--- src/iqi_pkg.sv ---
`default_nettype none
package iqi_pkg;
   // ----------------------------------------------------------------
   // register map (byte addresses on apb)
   // ----------------------------------------------------------------
   localparam int IQI_ADDR_W = 8;
   localparam logic [7:0] IQI_CTRL_OFS = 8'h00;
   localparam logic [7:0] IQI_GAIN_I_OFS = 8'h04;
   localparam logic [7:0] IQI_GAIN_Q_OFS = 8'h08;
   localparam logic [7:0] IQI_OFFS_I_OFS = 8'h0c;
   localparam logic [7:0] IQI_OFFS_Q_OFS = 8'h10;
   localparam logic [7:0] IQI_PHASE_OFS = 8'h14;
   localparam logic [7:0] IQI_STATUS_OFS = 8'h18;
   // field positions
   localparam int IQI_EN_BIT = 0;
   localparam int IQI_LIM_I_BIT = 1;
   localparam int IQI_LIM_Q_BIT = 2;
   localparam int IQI_OCC_LSB = 4;
   localparam int IQI_CODE_W = 6;
   // ----------------------------------------------------------------
   // arithmetic constants, q2.14 coefficients
   // ----------------------------------------------------------------
   localparam logic [17:0] IQI_UNITY = 18'h04000;
   localparam logic signed [19:0] IQI_FS = 20'sh07fff;
   localparam int IQI_GAIN_MAX = 12;
   localparam int IQI_PHASE_MAX = 20;
   localparam int IQI_LATENCY = 3;
   localparam int IQI_FIFO_DEPTH = 8;
   // linear gain for +k and -k half-db steps
   localparam logic [15:0] IQI_GAIN_POS [0:12] = '{16'h4000, 16'h43cb, 16'h47cf, 16'h4c10, 16'h5092, 16'h5558,
      16'h5a67, 16'h5fc2, 16'h656f, 16'h6b72, 16'h71cf, 16'h788e, 16'h7fb2};
   localparam logic [15:0] IQI_GAIN_NEG [0:12] = '{16'h4000, 16'h3c6c, 16'h390a, 16'h35d9, 16'h32d6, 16'h2ffe,
      16'h2d4f, 16'h2ac6, 16'h2862, 16'h261f, 16'h23fd, 16'h21fa, 16'h2013};
   // sine and cosine for k half-degree steps
   localparam logic [15:0] IQI_SIN_TAB [0:20] = '{16'h0000, 16'h008f, 16'h011e, 16'h01ad, 16'h023c, 16'h02cb,
      16'h0359, 16'h03e8, 16'h0477, 16'h0505, 16'h0594, 16'h0622, 16'h06b1, 16'h073f, 16'h07cd, 16'h085b,
      16'h08e8, 16'h0976, 16'h0a03, 16'h0a90, 16'h0b1d};
   localparam logic [15:0] IQI_COS_TAB [0:20] = '{16'h4000, 16'h3fff, 16'h3ffe, 16'h3ffa, 16'h3ff6, 16'h3ff0,
      16'h3fea, 16'h3fe1, 16'h3fd8, 16'h3fcd, 16'h3fc2, 16'h3fb5, 16'h3fa6, 16'h3f97, 16'h3f86, 16'h3f74,
      16'h3f61, 16'h3f4c, 16'h3f36, 16'h3f1f, 16'h3f07};
   // ----------------------------------------------------------------
   // carriers
   // ----------------------------------------------------------------
   typedef struct packed {
      logic signed [15:0] i;
      logic signed [15:0] q;
   } iqi_sample_s;
   typedef struct packed {
      logic signed [19:0] i;
      logic signed [19:0] q;
   } iqi_wide_s;
endpackage
`default_nettype wire

--- src/iqi_datapath.sv ---
// Functional notes
// RL1: a master enable switch passes samples unchanged when off and applies gain, offset and phase when on.
// RL2: separate gains in half-db steps act on the in-phase and quadrature paths, imbalance being their db ratio.
// RL3: the db to linear conversion makes a one db step an amplitude change of about twelve percent.
// RL4: a positive in-phase gain scales i above q and a positive quadrature gain scales q above i.
// RL5: a signed dc offset in fractions of full scale is added to every i and every q sample, zero adding nothing.
// RL6: output never exceeds full scale, the offset being limited by the gain and the result saturated; the bypass passes -32768 unsaturated.
// RL7: the impaired i is i minus sine times q and the impaired q is cosine times q.
// RL8: a positive phase setting opens the i/q angle beyond ninety degrees, a negative one narrows it.
// RL9: coefficients are precomputed from the settings and applied with a fixed three-stage latency.
//
// Our own choices: the address map and the APB slave port.
`timescale 1ns/10ps
`default_nettype none

// ------------------------------------------------------------------
// output fifo with registered head word
// ------------------------------------------------------------------
module iqi_fifo #(
   parameter int WIDTH = 32,
   parameter int DEPTH = 8
) (
   input wire logic clk_i,
   input wire logic rst_b_i,
   input wire logic in_valid_i,
   output logic in_ready_o,
   input wire logic [WIDTH-1:0] in_data_i,
   output logic out_valid_o,
   input wire logic out_ready_i,
   output logic [WIDTH-1:0] out_data_o
);
   localparam int AW = (DEPTH > 1) ? $clog2(DEPTH) : 1;
   typedef struct packed {
      logic [AW-1:0] wp;
      logic [AW-1:0] rp;
      logic [AW:0] cnt;
      logic ov;
      logic [WIDTH-1:0] od;
   } iqi_fifo_state_s;
   iqi_fifo_state_s st;
   iqi_fifo_state_s next_st;
   logic [WIDTH-1:0] mem [0:DEPTH-1];
   logic wr_en;
   logic push;
   logic take;
   if (DEPTH < 2 || WIDTH < 1) begin : g_chk
      $error("fifo depth below two or empty width");
   end
   function automatic logic [AW-1:0] ptr_inc(input logic [AW-1:0] p);
      ptr_inc = (p == AW'(DEPTH - 1)) ? '0 : p + 1'b1;
   endfunction
   // full means every memory word is taken; the head register is extra
   assign in_ready_o = (st.cnt < (AW + 1)'(DEPTH));
   assign out_valid_o = st.ov;
   assign out_data_o = st.od;
   // head refill from memory first, else straight through when empty
   always_comb begin
      next_st = st;
      wr_en = 1'b0;
      push = in_valid_i & in_ready_o;
      take = ~st.ov | out_ready_i;
      if (take) begin
         if (st.cnt != '0) begin
            next_st.od = mem[st.rp];
            next_st.ov = 1'b1;
            next_st.rp = ptr_inc(st.rp);
            next_st.cnt = st.cnt - 1'b1;
         end else if (push) begin
            next_st.od = in_data_i;
            next_st.ov = 1'b1;
         end else begin
            next_st.ov = 1'b0;
         end
      end
      if (push && !(take && st.cnt == '0)) begin
         wr_en = 1'b1;
         next_st.wp = ptr_inc(st.wp);
         next_st.cnt = next_st.cnt + 1'b1;
      end
   end
   always_ff @(posedge clk_i) begin
      if (!rst_b_i) begin
         st <= '0;
      end else begin
         st <= next_st;
      end
   end
   // storage has no reset; only written words are ever read
   always_ff @(posedge clk_i) begin
      if (wr_en) begin
         mem[st.wp] <= in_data_i;
      end
   end
endmodule

// ------------------------------------------------------------------
// impairment datapath with apb settings
// ------------------------------------------------------------------
module iqi_datapath import iqi_pkg::*; #(
   parameter int FIFO_DEPTH = IQI_FIFO_DEPTH
) (
   input wire logic CLOCK_I,
   input wire logic RST_B_I,
   input wire logic PSEL_I,
   input wire logic PENABLE_I,
   input wire logic PWRITE_I,
   input wire logic [IQI_ADDR_W-1:0] PADDR_I,
   input wire logic [31:0] PWDATA_I,
   output logic [31:0] PRDATA_O,
   output logic PREADY_O,
   output logic PSLVERR_O,
   input wire logic IN_VALID_I,
   output logic IN_READY_O,
   input wire iqi_sample_s IN_SAMPLE_I,
   output logic OUT_VALID_O,
   input wire logic OUT_READY_I,
   output iqi_sample_s OUT_SAMPLE_O
);
   localparam int OCC_W = $clog2(FIFO_DEPTH + 2);
   if (FIFO_DEPTH < 2 || FIFO_DEPTH > 15) begin : g_chk
      $error("fifo depth must lie in 2 to 15");
   end

   typedef struct packed {
      logic en;
      logic [IQI_CODE_W-1:0] gcode_i;
      logic [IQI_CODE_W-1:0] gcode_q;
      logic signed [15:0] off_i;
      logic signed [15:0] off_q;
      logic [IQI_CODE_W-1:0] pcode;
      logic [17:0] gi;
      logic [17:0] gq;
      logic signed [17:0] sn;
      logic signed [17:0] cs;
      logic signed [16:0] oi;
      logic signed [16:0] oq;
      logic s1_v;
      iqi_sample_s s1_raw;
      iqi_wide_s s1;
      logic s2_v;
      iqi_sample_s s2_raw;
      iqi_wide_s s2;
      logic s3_v;
      iqi_sample_s s3;
      logic [OCC_W-1:0] occ;
      logic in_ready;
      logic pready;
      logic pslverr;
      logic [31:0] prdata;
   } iqi_state_s;
   iqi_state_s st;
   iqi_state_s next_st;
   logic acc;
   logic pop;
   logic fifo_ready;
   // ------------------------------------------------------------------
   // arithmetic helpers
   // ------------------------------------------------------------------
   function automatic logic [IQI_CODE_W-1:0] clamp_code(input logic [31:0] w, input int lim);
      logic signed [IQI_CODE_W-1:0] c;
      c = $signed(w[IQI_CODE_W-1:0]);
      if (c > lim) c = IQI_CODE_W'(lim);
      if (c < -lim) c = IQI_CODE_W'(-lim);
      return c;
   endfunction

   function automatic logic [17:0] gain_lin(input logic [IQI_CODE_W-1:0] code);
      logic signed [IQI_CODE_W-1:0] c;
      c = $signed(code);
      if (c < 0) return {2'b00, IQI_GAIN_NEG[4'(-c)]};
      return {2'b00, IQI_GAIN_POS[4'(c)]};
   endfunction

   function automatic logic signed [19:0] mulq(input logic signed [19:0] a, input logic signed [17:0] b);
      logic signed [37:0] p;
      p = a * b;
      return p[33:14];
   endfunction

   function automatic logic signed [19:0] sext(input logic signed [15:0] x);
      return {{4{x[15]}}, x};
   endfunction

   function automatic logic signed [15:0] sat16(input logic signed [19:0] x);
      if (x > IQI_FS) return IQI_FS[15:0];
      if (x < -IQI_FS) return 16'sh8001;
      return x[15:0];
   endfunction

   // offset headroom shrinks with gain so gain plus offset stays in full scale
   function automatic logic signed [16:0] lim_off(input logic signed [15:0] o, input logic [17:0] g);
      logic [31:0] p;
      logic signed [16:0] lim;
      logic signed [16:0] ox;
      p = 32'(IQI_FS[14:0]) * 32'(IQI_UNITY - g);
      lim = (g >= IQI_UNITY) ? 17'sh00000 : $signed({1'b0, p[29:14]});
      ox = {o[15], o};
      if (ox > lim) return lim;
      if (ox < -lim) return -lim;
      return ox;
   endfunction

   // ------------------------------------------------------------------
   // next state
   // ------------------------------------------------------------------
   always_comb begin
      next_st = st;
      acc = IN_VALID_I & st.in_ready;
      pop = OUT_VALID_O & OUT_READY_I;
      // apb: one wait-free access, answer prepared during setup
      next_st.pready = PSEL_I & ~PENABLE_I;
      next_st.pslverr = 1'b0;
      if (PSEL_I && !PENABLE_I) begin
         next_st.prdata = '0;
         unique case (PADDR_I)
            IQI_CTRL_OFS: next_st.prdata[IQI_EN_BIT] = st.en;
            IQI_GAIN_I_OFS: next_st.prdata = 32'($signed(st.gcode_i));
            IQI_GAIN_Q_OFS: next_st.prdata = 32'($signed(st.gcode_q));
            IQI_OFFS_I_OFS: next_st.prdata = 32'(st.off_i);
            IQI_OFFS_Q_OFS: next_st.prdata = 32'(st.off_q);
            IQI_PHASE_OFS: next_st.prdata = 32'($signed(st.pcode));
            IQI_STATUS_OFS: begin
               next_st.prdata[IQI_EN_BIT] = st.en;
               next_st.prdata[IQI_LIM_I_BIT] = (st.oi != {st.off_i[15], st.off_i});
               next_st.prdata[IQI_LIM_Q_BIT] = (st.oq != {st.off_q[15], st.off_q});
               next_st.prdata[IQI_OCC_LSB +: OCC_W] = st.occ;
            end
            default: next_st.pslverr = 1'b1;
         endcase
      end
      // writes land at the completing access edge; status is read-only
      if (PSEL_I && PENABLE_I && st.pready && PWRITE_I) begin
         unique case (PADDR_I)
            IQI_CTRL_OFS: next_st.en = PWDATA_I[IQI_EN_BIT]; // RL1
            IQI_GAIN_I_OFS: next_st.gcode_i = clamp_code(PWDATA_I, IQI_GAIN_MAX);
            IQI_GAIN_Q_OFS: next_st.gcode_q = clamp_code(PWDATA_I, IQI_GAIN_MAX);
            IQI_OFFS_I_OFS: next_st.off_i = PWDATA_I[15:0];
            IQI_OFFS_Q_OFS: next_st.off_q = PWDATA_I[15:0];
            IQI_PHASE_OFS: next_st.pcode = clamp_code(PWDATA_I, IQI_PHASE_MAX);
            default: next_st.en = st.en;
         endcase
      end
      // coefficients from settings, refreshed every cycle
      next_st.gi = gain_lin(st.gcode_i); // RL2 RL3 RL4 RL9
      next_st.gq = gain_lin(st.gcode_q); // RL2 RL4
      if ($signed(st.pcode) < 0) begin
         next_st.sn = -$signed({2'b00, IQI_SIN_TAB[5'(-$signed(st.pcode))]}); // RL8
         next_st.cs = $signed({2'b00, IQI_COS_TAB[5'(-$signed(st.pcode))]});
      end else begin
         next_st.sn = $signed({2'b00, IQI_SIN_TAB[5'(st.pcode)]}); // RL8
         next_st.cs = $signed({2'b00, IQI_COS_TAB[5'(st.pcode)]});
      end
      next_st.oi = lim_off(st.off_i, st.gi); // RL5 RL6
      next_st.oq = lim_off(st.off_q, st.gq); // RL5 RL6
      // stage 1: path gains
      next_st.s1_v = acc;
      next_st.s1_raw = IN_SAMPLE_I;
      next_st.s1.i = mulq(sext(IN_SAMPLE_I.i), $signed(st.gi)); // RL2
      next_st.s1.q = mulq(sext(IN_SAMPLE_I.q), $signed(st.gq)); // RL2
      // stage 2: quadrature skew
      next_st.s2_v = st.s1_v;
      next_st.s2_raw = st.s1_raw;
      next_st.s2.i = st.s1.i - mulq(st.s1.q, st.sn); // RL7
      next_st.s2.q = mulq(st.s1.q, st.cs); // RL7
      // stage 3: offset and saturation, or untouched samples when off
      next_st.s3_v = st.s2_v; // RL9
      if (st.en) begin
         next_st.s3.i = sat16(st.s2.i + {{3{st.oi[16]}}, st.oi}); // RL5 RL6
         next_st.s3.q = sat16(st.s2.q + {{3{st.oq[16]}}, st.oq}); // RL5 RL6
      end else begin
         next_st.s3 = st.s2_raw; // RL1
      end
      // credit count: pipeline plus fifo can never overrun
      next_st.occ = st.occ + OCC_W'(acc) - OCC_W'(pop);
      next_st.in_ready = (next_st.occ < OCC_W'(FIFO_DEPTH));
   end

   always_ff @(posedge CLOCK_I) begin
      if (!RST_B_I) begin
         st <= '0;
      end else begin
         st <= next_st;
      end
   end

   assign PRDATA_O = st.prdata;
   assign PREADY_O = st.pready;
   assign PSLVERR_O = st.pslverr;
   assign IN_READY_O = st.in_ready;

   iqi_fifo #(
      .WIDTH($bits(iqi_sample_s)),
      .DEPTH(FIFO_DEPTH)
   ) u_fifo (
      .clk_i(CLOCK_I),
      .rst_b_i(RST_B_I),
      .in_valid_i(st.s3_v),
      .in_ready_o(fifo_ready),
      .in_data_i(st.s3),
      .out_valid_o(OUT_VALID_O),
      .out_ready_i(OUT_READY_I),
      .out_data_o(OUT_SAMPLE_O)
   );
endmodule
`default_nettype wire

--- config.mk ---
export PLATFORM = sky130hd
export DESIGN_NAME = iqi_datapath
export DESIGN_NICKNAME = d
export VERILOG_FILES = /design/src/iqi_pkg.sv /design/src/iqi_datapath.sv
export SDC_FILE = /design/constraint.sdc
export NUM_CORES = 2
export LEC_CHECK = 0
export BUFFER_PORTS_ARGS = -buffer_cell sky130_fd_sc_hd__buf_2
export CAP_MARGIN = 20
export CORE_MARGIN = 2
export CORE_UTILIZATION = 60
export CTS_CLUSTER_DIAMETER = 150
export DETAILED_ROUTE_END_ITERATION = 6
export GPL_ROUTABILITY_DRIVEN = 0
export GPL_TIMING_DRIVEN = 0
export PLACE_DENSITY = 0.76
export SYNTH_ARGS = -nofsm -noshare
export SYNTH_HDL_FRONTEND = slang
export SYNTH_SLANG_ARGS = --single-unit
export TNS_END_PERCENT = 50
--- constraint.sdc ---
create_clock -name CLOCK_I -period 12.2 [get_ports CLOCK_I]
set_input_delay 1.83 -clock CLOCK_I [delete_from_list [all_inputs] [get_ports CLOCK_I]]
set_output_delay 1.83 -clock CLOCK_I [all_outputs]
set_load 0.02 [all_outputs]
Yosys cells after proc, flatten, opt, wreduce, memory -nomap -nowiden
Memories as Yosys holds them, arrays and structs flattened. A register that Yosys moved wholly into a read port is not among the register bits.
Index checks and enable logic that the tools add are counted.
{"block": "op_classes", "eq_ne": 10, "n_bitwise": 13, "n_reduce_logical": 24, "order_cmp": 26, "muxes": 88, "n_mul": 6, "addsub": 17}
{"cell": "$mux 16", "n": 30}
{"cell": "$mux 17", "n": 8}
{"cell": "$pmux 24 s5", "n": 1}
{"cell": "$mul 19x18->34", "n": 2}
{"cell": "$mul 16x17->33", "n": 2}
{"cell": "$mux 6", "n": 11}
{"cell": "$mux 32", "n": 2}
{"cell": "$mul 16x17->30 const A", "n": 2}
{"cell": "$add 20x20->20", "n": 2}
{"cell": "$gt 20x16->1 const B", "n": 2}
{"cell": "$lt 20x16->1 const B", "n": 2}
{"cell": "$mux 37", "n": 1}
{"cell": "$gt 16x17->1", "n": 2}
{"cell": "$lt 16x17->1", "n": 2}
{"cell": "$mux 34", "n": 1}
{"cell": "$ne 17x17->1", "n": 2}
{"cell": "$neg 16->17", "n": 2}
{"cell": "$sub 15x16->17 const A", "n": 2}
{"cell": "$mux 33", "n": 1}
{"cell": "$ge 16x15->1 const B", "n": 2}
{"cell": "$eq 8x5->1 const B", "n": 3}
{"cell": "$pmux 4 s6", "n": 1}
{"cell": "$mux 1", "n": 23}
{"cell": "$ge 4x5->1 const B", "n": 4}
{"cell": "40 further kinds", "n": 74}
{"block": "totals", "romBits": 3072, "input_bits": 79, "memories": 9, "output_inout_bits": 68, "mem_bits_rw": 256, "elab_cells": 229, "ff_bits": 413}
{"name": "(no name shown)", "depth": 32, "width": 16, "read_ports": 1, "rd_ports_with_merged_regs": 0, "wr": 0, "line": "iqi_datapath.sv:251", "rtl": "next_st.cs = $signed({2'b00, IQI_COS_TAB[5'(st.pcode)]});"}
{"name": "(no name shown)", "depth": 32, "width": 16, "read_ports": 1, "rd_ports_with_merged_regs": 0, "wr": 0, "line": "iqi_datapath.sv:250", "rtl": "next_st.sn = $signed({2'b00, IQI_SIN_TAB[5'(st.pcode)]});"}
{"name": "(no name shown)", "depth": 32, "width": 16, "read_ports": 1, "rd_ports_with_merged_regs": 0, "wr": 0, "line": "iqi_datapath.sv:248", "rtl": "next_st.cs = $signed({2'b00, IQI_COS_TAB[5'(-$signed(st.pcode))]});"}
{"name": "(no name shown)", "depth": 32, "width": 16, "read_ports": 1, "rd_ports_with_merged_regs": 0, "wr": 0, "line": "iqi_datapath.sv:247", "rtl": "next_st.sn = -$signed({2'b00, IQI_SIN_TAB[5'(-$signed(st.pcode))]});"}
{"name": "(no name shown)", "depth": 16, "width": 16, "read_ports": 1, "rd_ports_with_merged_regs": 0, "wr": 0, "line": "iqi_datapath.sv:171", "rtl": "return {2'b00, IQI_GAIN_POS[4'(c)]};"}
{"name": "(no name shown)", "depth": 16, "width": 16, "read_ports": 1, "rd_ports_with_merged_regs": 0, "wr": 0, "line": "iqi_datapath.sv:170", "rtl": "if (c < 0) return {2'b00, IQI_GAIN_NEG[4'(-c)]};"}
{"name": "+3 memories"}

Longest topological paths before layout
{"block": "depth", "depth_word": 9, "ltp_mapped": 46, "ltp_nobuf": 42}

Cells and area by module
Synthesis repeated with hierarchy kept, for this count alone.
{"block": "hier_totals", "hier_cells": 8388, "area_unflattened_um2": 80035.5}
{"mod": "iqi_datapath", "cells_each": 7749, "area_per_inst_um2": 68116.6, "instances": 1, "seq_area_each_um2": 6866.6}
{"mod": "iqi_fifo", "cells_each": 639, "area_per_inst_um2": 11918.9, "instances": 1, "seq_area_each_um2": 8608.3}

Worst setup path after synthesis
OpenSTA, ideal clock, no wires.
{"block": "synth_timing", "kind": "flip-flop to flip-flop", "startpoint": "register st[311] in the netlist's numbering", "endpoint": "register st[238] in the netlist's numbering", "stages_incl_launch_ff": 44, "synth_period_minus_slack_ns": 10.468, "arrival_time_ns": 10.340, "path_buffers": 4, "required_ns": 12.072, "setup_time_ns": 0.128, "path_slack_ns": 1.732, "path_cell_list": "dfxtp_1 > clkbuf_1 > nor4_1 > nand2b_1 > nor3b_1 > nand2_1 > nand2_1 > inv_1 > or2_2 > clkbuf_1 > and2_1 > nor2_1 > ha_1 > ha_1 > a21o_1 > fa_1 > fa_1 > fa_1 > [... 8 more ...] > mux2_2 > nor2_1 > nor2_1 > inv_1 > nand4_1 > or4_1 > nand3b_1 > xnor2_1 > ha_1 > and4_1 > a311oi_1 > nand2_1 > o31a_1 > buf_2 > and2_1 > buf_6 > a221oi_2 > nor2_1"}
{"block": "synth_between", "elab_chain_cells": 9, "elab_cells_between_ends": 14, "classes_between": "2 x add/sub; 1 x mul; 3 x order compare; 8 x mux"}
{"element": "from (decl)", "line": "iqi_datapath.sv:151", "rtl": "iqi_state_s st;"}
{"element": "from (signal assigned)", "line": "iqi_datapath.sv:282", "rtl": "st <= next_st;"}
{"element": "$sub 15x16->17", "line": "iqi_datapath.sv:195", "rtl": "p = 32'(IQI_FS[14:0]) * 32'(IQI_UNITY - g);"}
{"element": "$mul 16x17->30", "line": "iqi_datapath.sv:195"}
{"element": "$mux 16 *", "line": "iqi_datapath.sv:196", "rtl": "lim = (g >= IQI_UNITY) ? 17'sh00000 : $signed({1'b0, p[29:14]});"}
{"element": "$neg 16->17", "line": "iqi_datapath.sv:199", "rtl": "if (ox < -lim) return -lim;"}
{"element": "$lt 16x17->1", "line": "iqi_datapath.sv:199"}
{"element": "$mux 1 (2 in a row)", "line": "iqi_datapath.sv:199"}
{"element": "$mux 17", "line": "iqi_datapath.sv:200", "rtl": "return ox;"}
{"element": "$mux 17 *", "line": "iqi_datapath.sv:199"}
Mark *: on every way between the ends. The rest lies on a longest branch, timed or not. The select of a mux whose other input is x is not followed.
A chain may end at the register's enable or synchronous reset.

Worst setup path in the final report
{"block": "layout_timing", "startpoint": "register st[306] in the netlist's numbering", "endpoint": "register st[238] in the netlist's numbering"}
The elaborated chain is that of the path after synthesis.

==> metrics.csv <==
metric,value,unit
outcome,finished with violations,
failing checks,DRC,
worst slew pin tran,1.19,ns
first-pass GRT wire length,348000,um
Die H,368,um
Cells after Synth,8343,
final hold violations,0,
synth cell count leaders,"1570 x inv_1, 1204 x fa_1, 842 x nand2_1",
Via Count,60983,
final instance area,85500,um2
post-synthesis async set-or-reset flop share,0,%
die area,135000,um2
predominant post-synthesis flop cell,dfxtp_1,
warnings from Yosys,0,
Critical Path Start,st[306]$_SDFF_PN0_,
CP arrival,12.25,ns
Worst R2R End,st[238]$_SDFF_PN0_,
site row count,133,
nets,10606,
Via-to-Cell Ratio,5.86,
LEAKAGE,40.6,nW
maximum buffer depth of the clock tree,3,
Hold Crit Class,reg2reg,
max frequency,85.3,MHz
post-synth net total,10368,
Crit Path Class,reg2reg,
DR WL/cell,21.1,um
Hold Path Depth,1,
"Remaining Overflow, GRT",0,
Final Skew,0.0305,ns
CP max stage delay,0.68,ns
share of layout cells above drive strength 1,6.35,%
DRT iter0 DRCs,6046,
Final Critical Period,11.72,ns
worst skew pair latency,0.68,ns
CTS H-Tree Depth,3,
Fill cells,10445,
hpwl dp,178000,um
GRT Total Usage,33.0,%
largest net degree at the start of global routing,19,
Synth Cell Area,79500,um2
Reg area,15500,um2
RSZ-0062 raised after global routing,no,
WP data required,12.73,ns
VDD IR max,136,uV
synth-to-layout area growth,7.49,%
final wirelength,220000,um
clk sinks,645,
Worst R2R Path Depth,39,
cell at the root of the clock tree,clkbuf_16,
top-area cell type share of the netlist area,30.3,%
Pwr Density,76.3,nW/um2
CTS tree,yes,
worst hold start,next_st[130]$_SDFF_PN0_,
I/O Pins,147,
Setup crit end kind,register,
Slew Limit Headroom,20.2,%
vias in the first global route,63324,
TritonRoute pass-1 iters,7,
synthesis-stage register bit count,645,
initial antenna violation count,20,
Slew Limit Fails,0,
"Max stage delay cell, worst path",or4_1,
Residual DRC,43,
count of cell types in the netlist,98,
reg-to-reg setup timing slack,0.48,ns
Hold Path End,st[130]$_SDFF_PN0_,
post-route clock period utilization,96.1,%
IO Port Bufs,126,
syn_area_per_cell,9.53,um2
"area leader, netlist",fa_1,
Placed Area,82800,um2
Die Width,368,um
"Setup violations, final",0,
top post-synthesis cells by area,"fa_1 30%, ha_1 12%, dfxtp_1 9.8%",
"EDFF count, synth",256,
CTS buffer count,72,
most numerous cell on the critical path,inv_1,
sequential fraction of the synthesis area,19.5,%
CP Launch Type,register,
worst hold slack,0.418,ns
Final ANT Viol Nets,0,
Initial Util,60.5,%
"count leader, synth",inv_1,
area of the multi-input gates,56300,um2
MaxCap Viol Count,0,
r2r startpoint,st[306]$_SDFF_PN0_,
Core Footprint,131000,um2
clk slew on worst S/H paths,0.06,ns
Worst Path Max Fanout,10,
## power by group
group,total [mW],switching (mW),internal (mW)
combinational,1.82,1.14,0.680
sequential,2.44,0.0840,2.35
clock,2.27,0.972,1.30
total,6.53,2.19,4.33
## through the flow
step / setup TNS, ns / setup WS (ns) / power, mW / cells / utilization (%)
6_report: 0 / 0.480 / 6.53 / 10401 / 65.0
3_5_place_dp: -7.16 / -0.518 / 4.25 / 10258 / 63.0
2_1_floorplan: 0 / 1.73 / 3.67 / 8343 / -
3_3_place_gp: -4.07 / -0.331 / 4.19 / 10224 / 62.6
4_1_cts: 0 / 0.0158 / 6.51 / 10392 / 64.9
5_1_grt: 0 / 0.00288 / 6.80 / 10397 / 65.0
## final cells by class
type                    count  area share, %
clock inverters            42          0.665
plain buffers             451           2.32
multi-input cells        5672           65.9
clock buffers              91           2.30
diodes                      6         0.0176
well taps                1755           2.57
inverters                1574           6.92
repair buffers            165           1.22
flip-flops and latches    645           18.1
## placed cells by master (no fill, tap or decap), types with 36 or more instances in the layout
| cell | Yosys | routed |
|---|---|---|
| inv_1 | 1570 | 1569 |
| fa_1 | 1204 | 1204 |
| nand2_1 | 842 | 841 |
| ha_1 | 742 | 741 |
| and2_1 | 493 | 493 |
| dfxtp_1 | 389 | 389 |
| nor2_1 | 364 | 363 |
| clkbuf_1 | 334 | 341 |
| a21oi_1 | 334 | 333 |
| edfxtp_1 | 256 | 256 |
| xnor2_1 | 214 | 210 |
| o21ai_0 | 151 | 151 |
| buf_2 | 10 | 136 |
| xor2_1 | 123 | 119 |
| nor3_1 | 106 | 104 |
| a21o_1 | 89 | 89 |
| buf_4 | 68 | 88 |
| a211oi_1 | 85 | 82 |
| nand2b_1 | 79 | 79 |
| nand3_1 | 72 | 72 |
| clkbuf_16 | 0 | 72 |
| mux4_2 | 64 | 64 |
| mux2i_1 | 58 | 58 |
| nor2b_1 | 54 | 54 |
| o21a_1 | 51 | 51 |
| a31oi_1 | 50 | 50 |
| buf_1 | 37 | 36 |
## metal layers
metal | up-vias | GRT usage [%] | wire length, um
met5 | - | 0 | 161
met4 | 24 | 15.8 | 12300
met3 | 755 | 7.65 | 22400
met2 | 3159 | 52.5 | 100000
met1 | 30089 | 42.8 | 84600
li1 | 26956 | - | -
## flip-flops by register name (all words and copies together), names as in the netlist, named ones only
name                count
st                    290
u_fifo.mem            256
next_st                34
u_fifo.out_data_o      32
PRDATA_O               16
u_fifo.st              10
IN_READY_O              1
PREADY_O                1
PSLVERR_O               1
u_fifo.out_valid_o      1
## how the worst max path moves through the flow
stage	to	slack, ns	cells after the start
3_5_place_dp	st[241]$_SDFF_PN0_	-0.52	42
3_3_place_gp	st[241]$_SDFF_PN0_	-0.33	42
6_report	st[238]$_SDFF_PN0_	0.48	39
2_1_floorplan	st[238]$_SDFF_PN0_	1.73	43
4_1_cts	st[238]$_SDFF_PN0_	0.02	41
5_1_grt	st[238]$_SDFF_PN0_	0.003	40
## repair_timing
action / in CTS / in global routing
pin swaps: 0 / 1
setup buffers: 1 / 0
resized for setup: 4 / 22
hold endpoints to repair: 0 / 0
hold buffers: 0 / 0
endpoints found under the setup margin: 17 / 34
## kinds of logic after synthesis
| group | after synthesis | synth area share, % |
|---|---|---|
| mux | 132 | 2.68 |
| simple gates | 2216 | 13.6 |
| fa+ha+maj | 1949 | 42.0 |
| xor+xnor | 337 | 3.71 |
| compound gates | 1038 | 8.64 |
| flops | 645 | 19.5 |
| buf+inv | 2026 | 9.93 |
## worst max-delay path, delay by kind of cell (launching register included)
kind,cells,cell delay (ns)
AO/OA/AOI/OAI,6,1.87
XOR/XNOR,4,1.45
flip-flops,1,0.44
buffers and inverters,9,1.30
AND/OR/NAND/NOR,11,2.72
multiplexers,1,0.31
adder cells (fa/ha/maj),8,3.49
No activity file was read; power rests on OpenSTA's default activity.
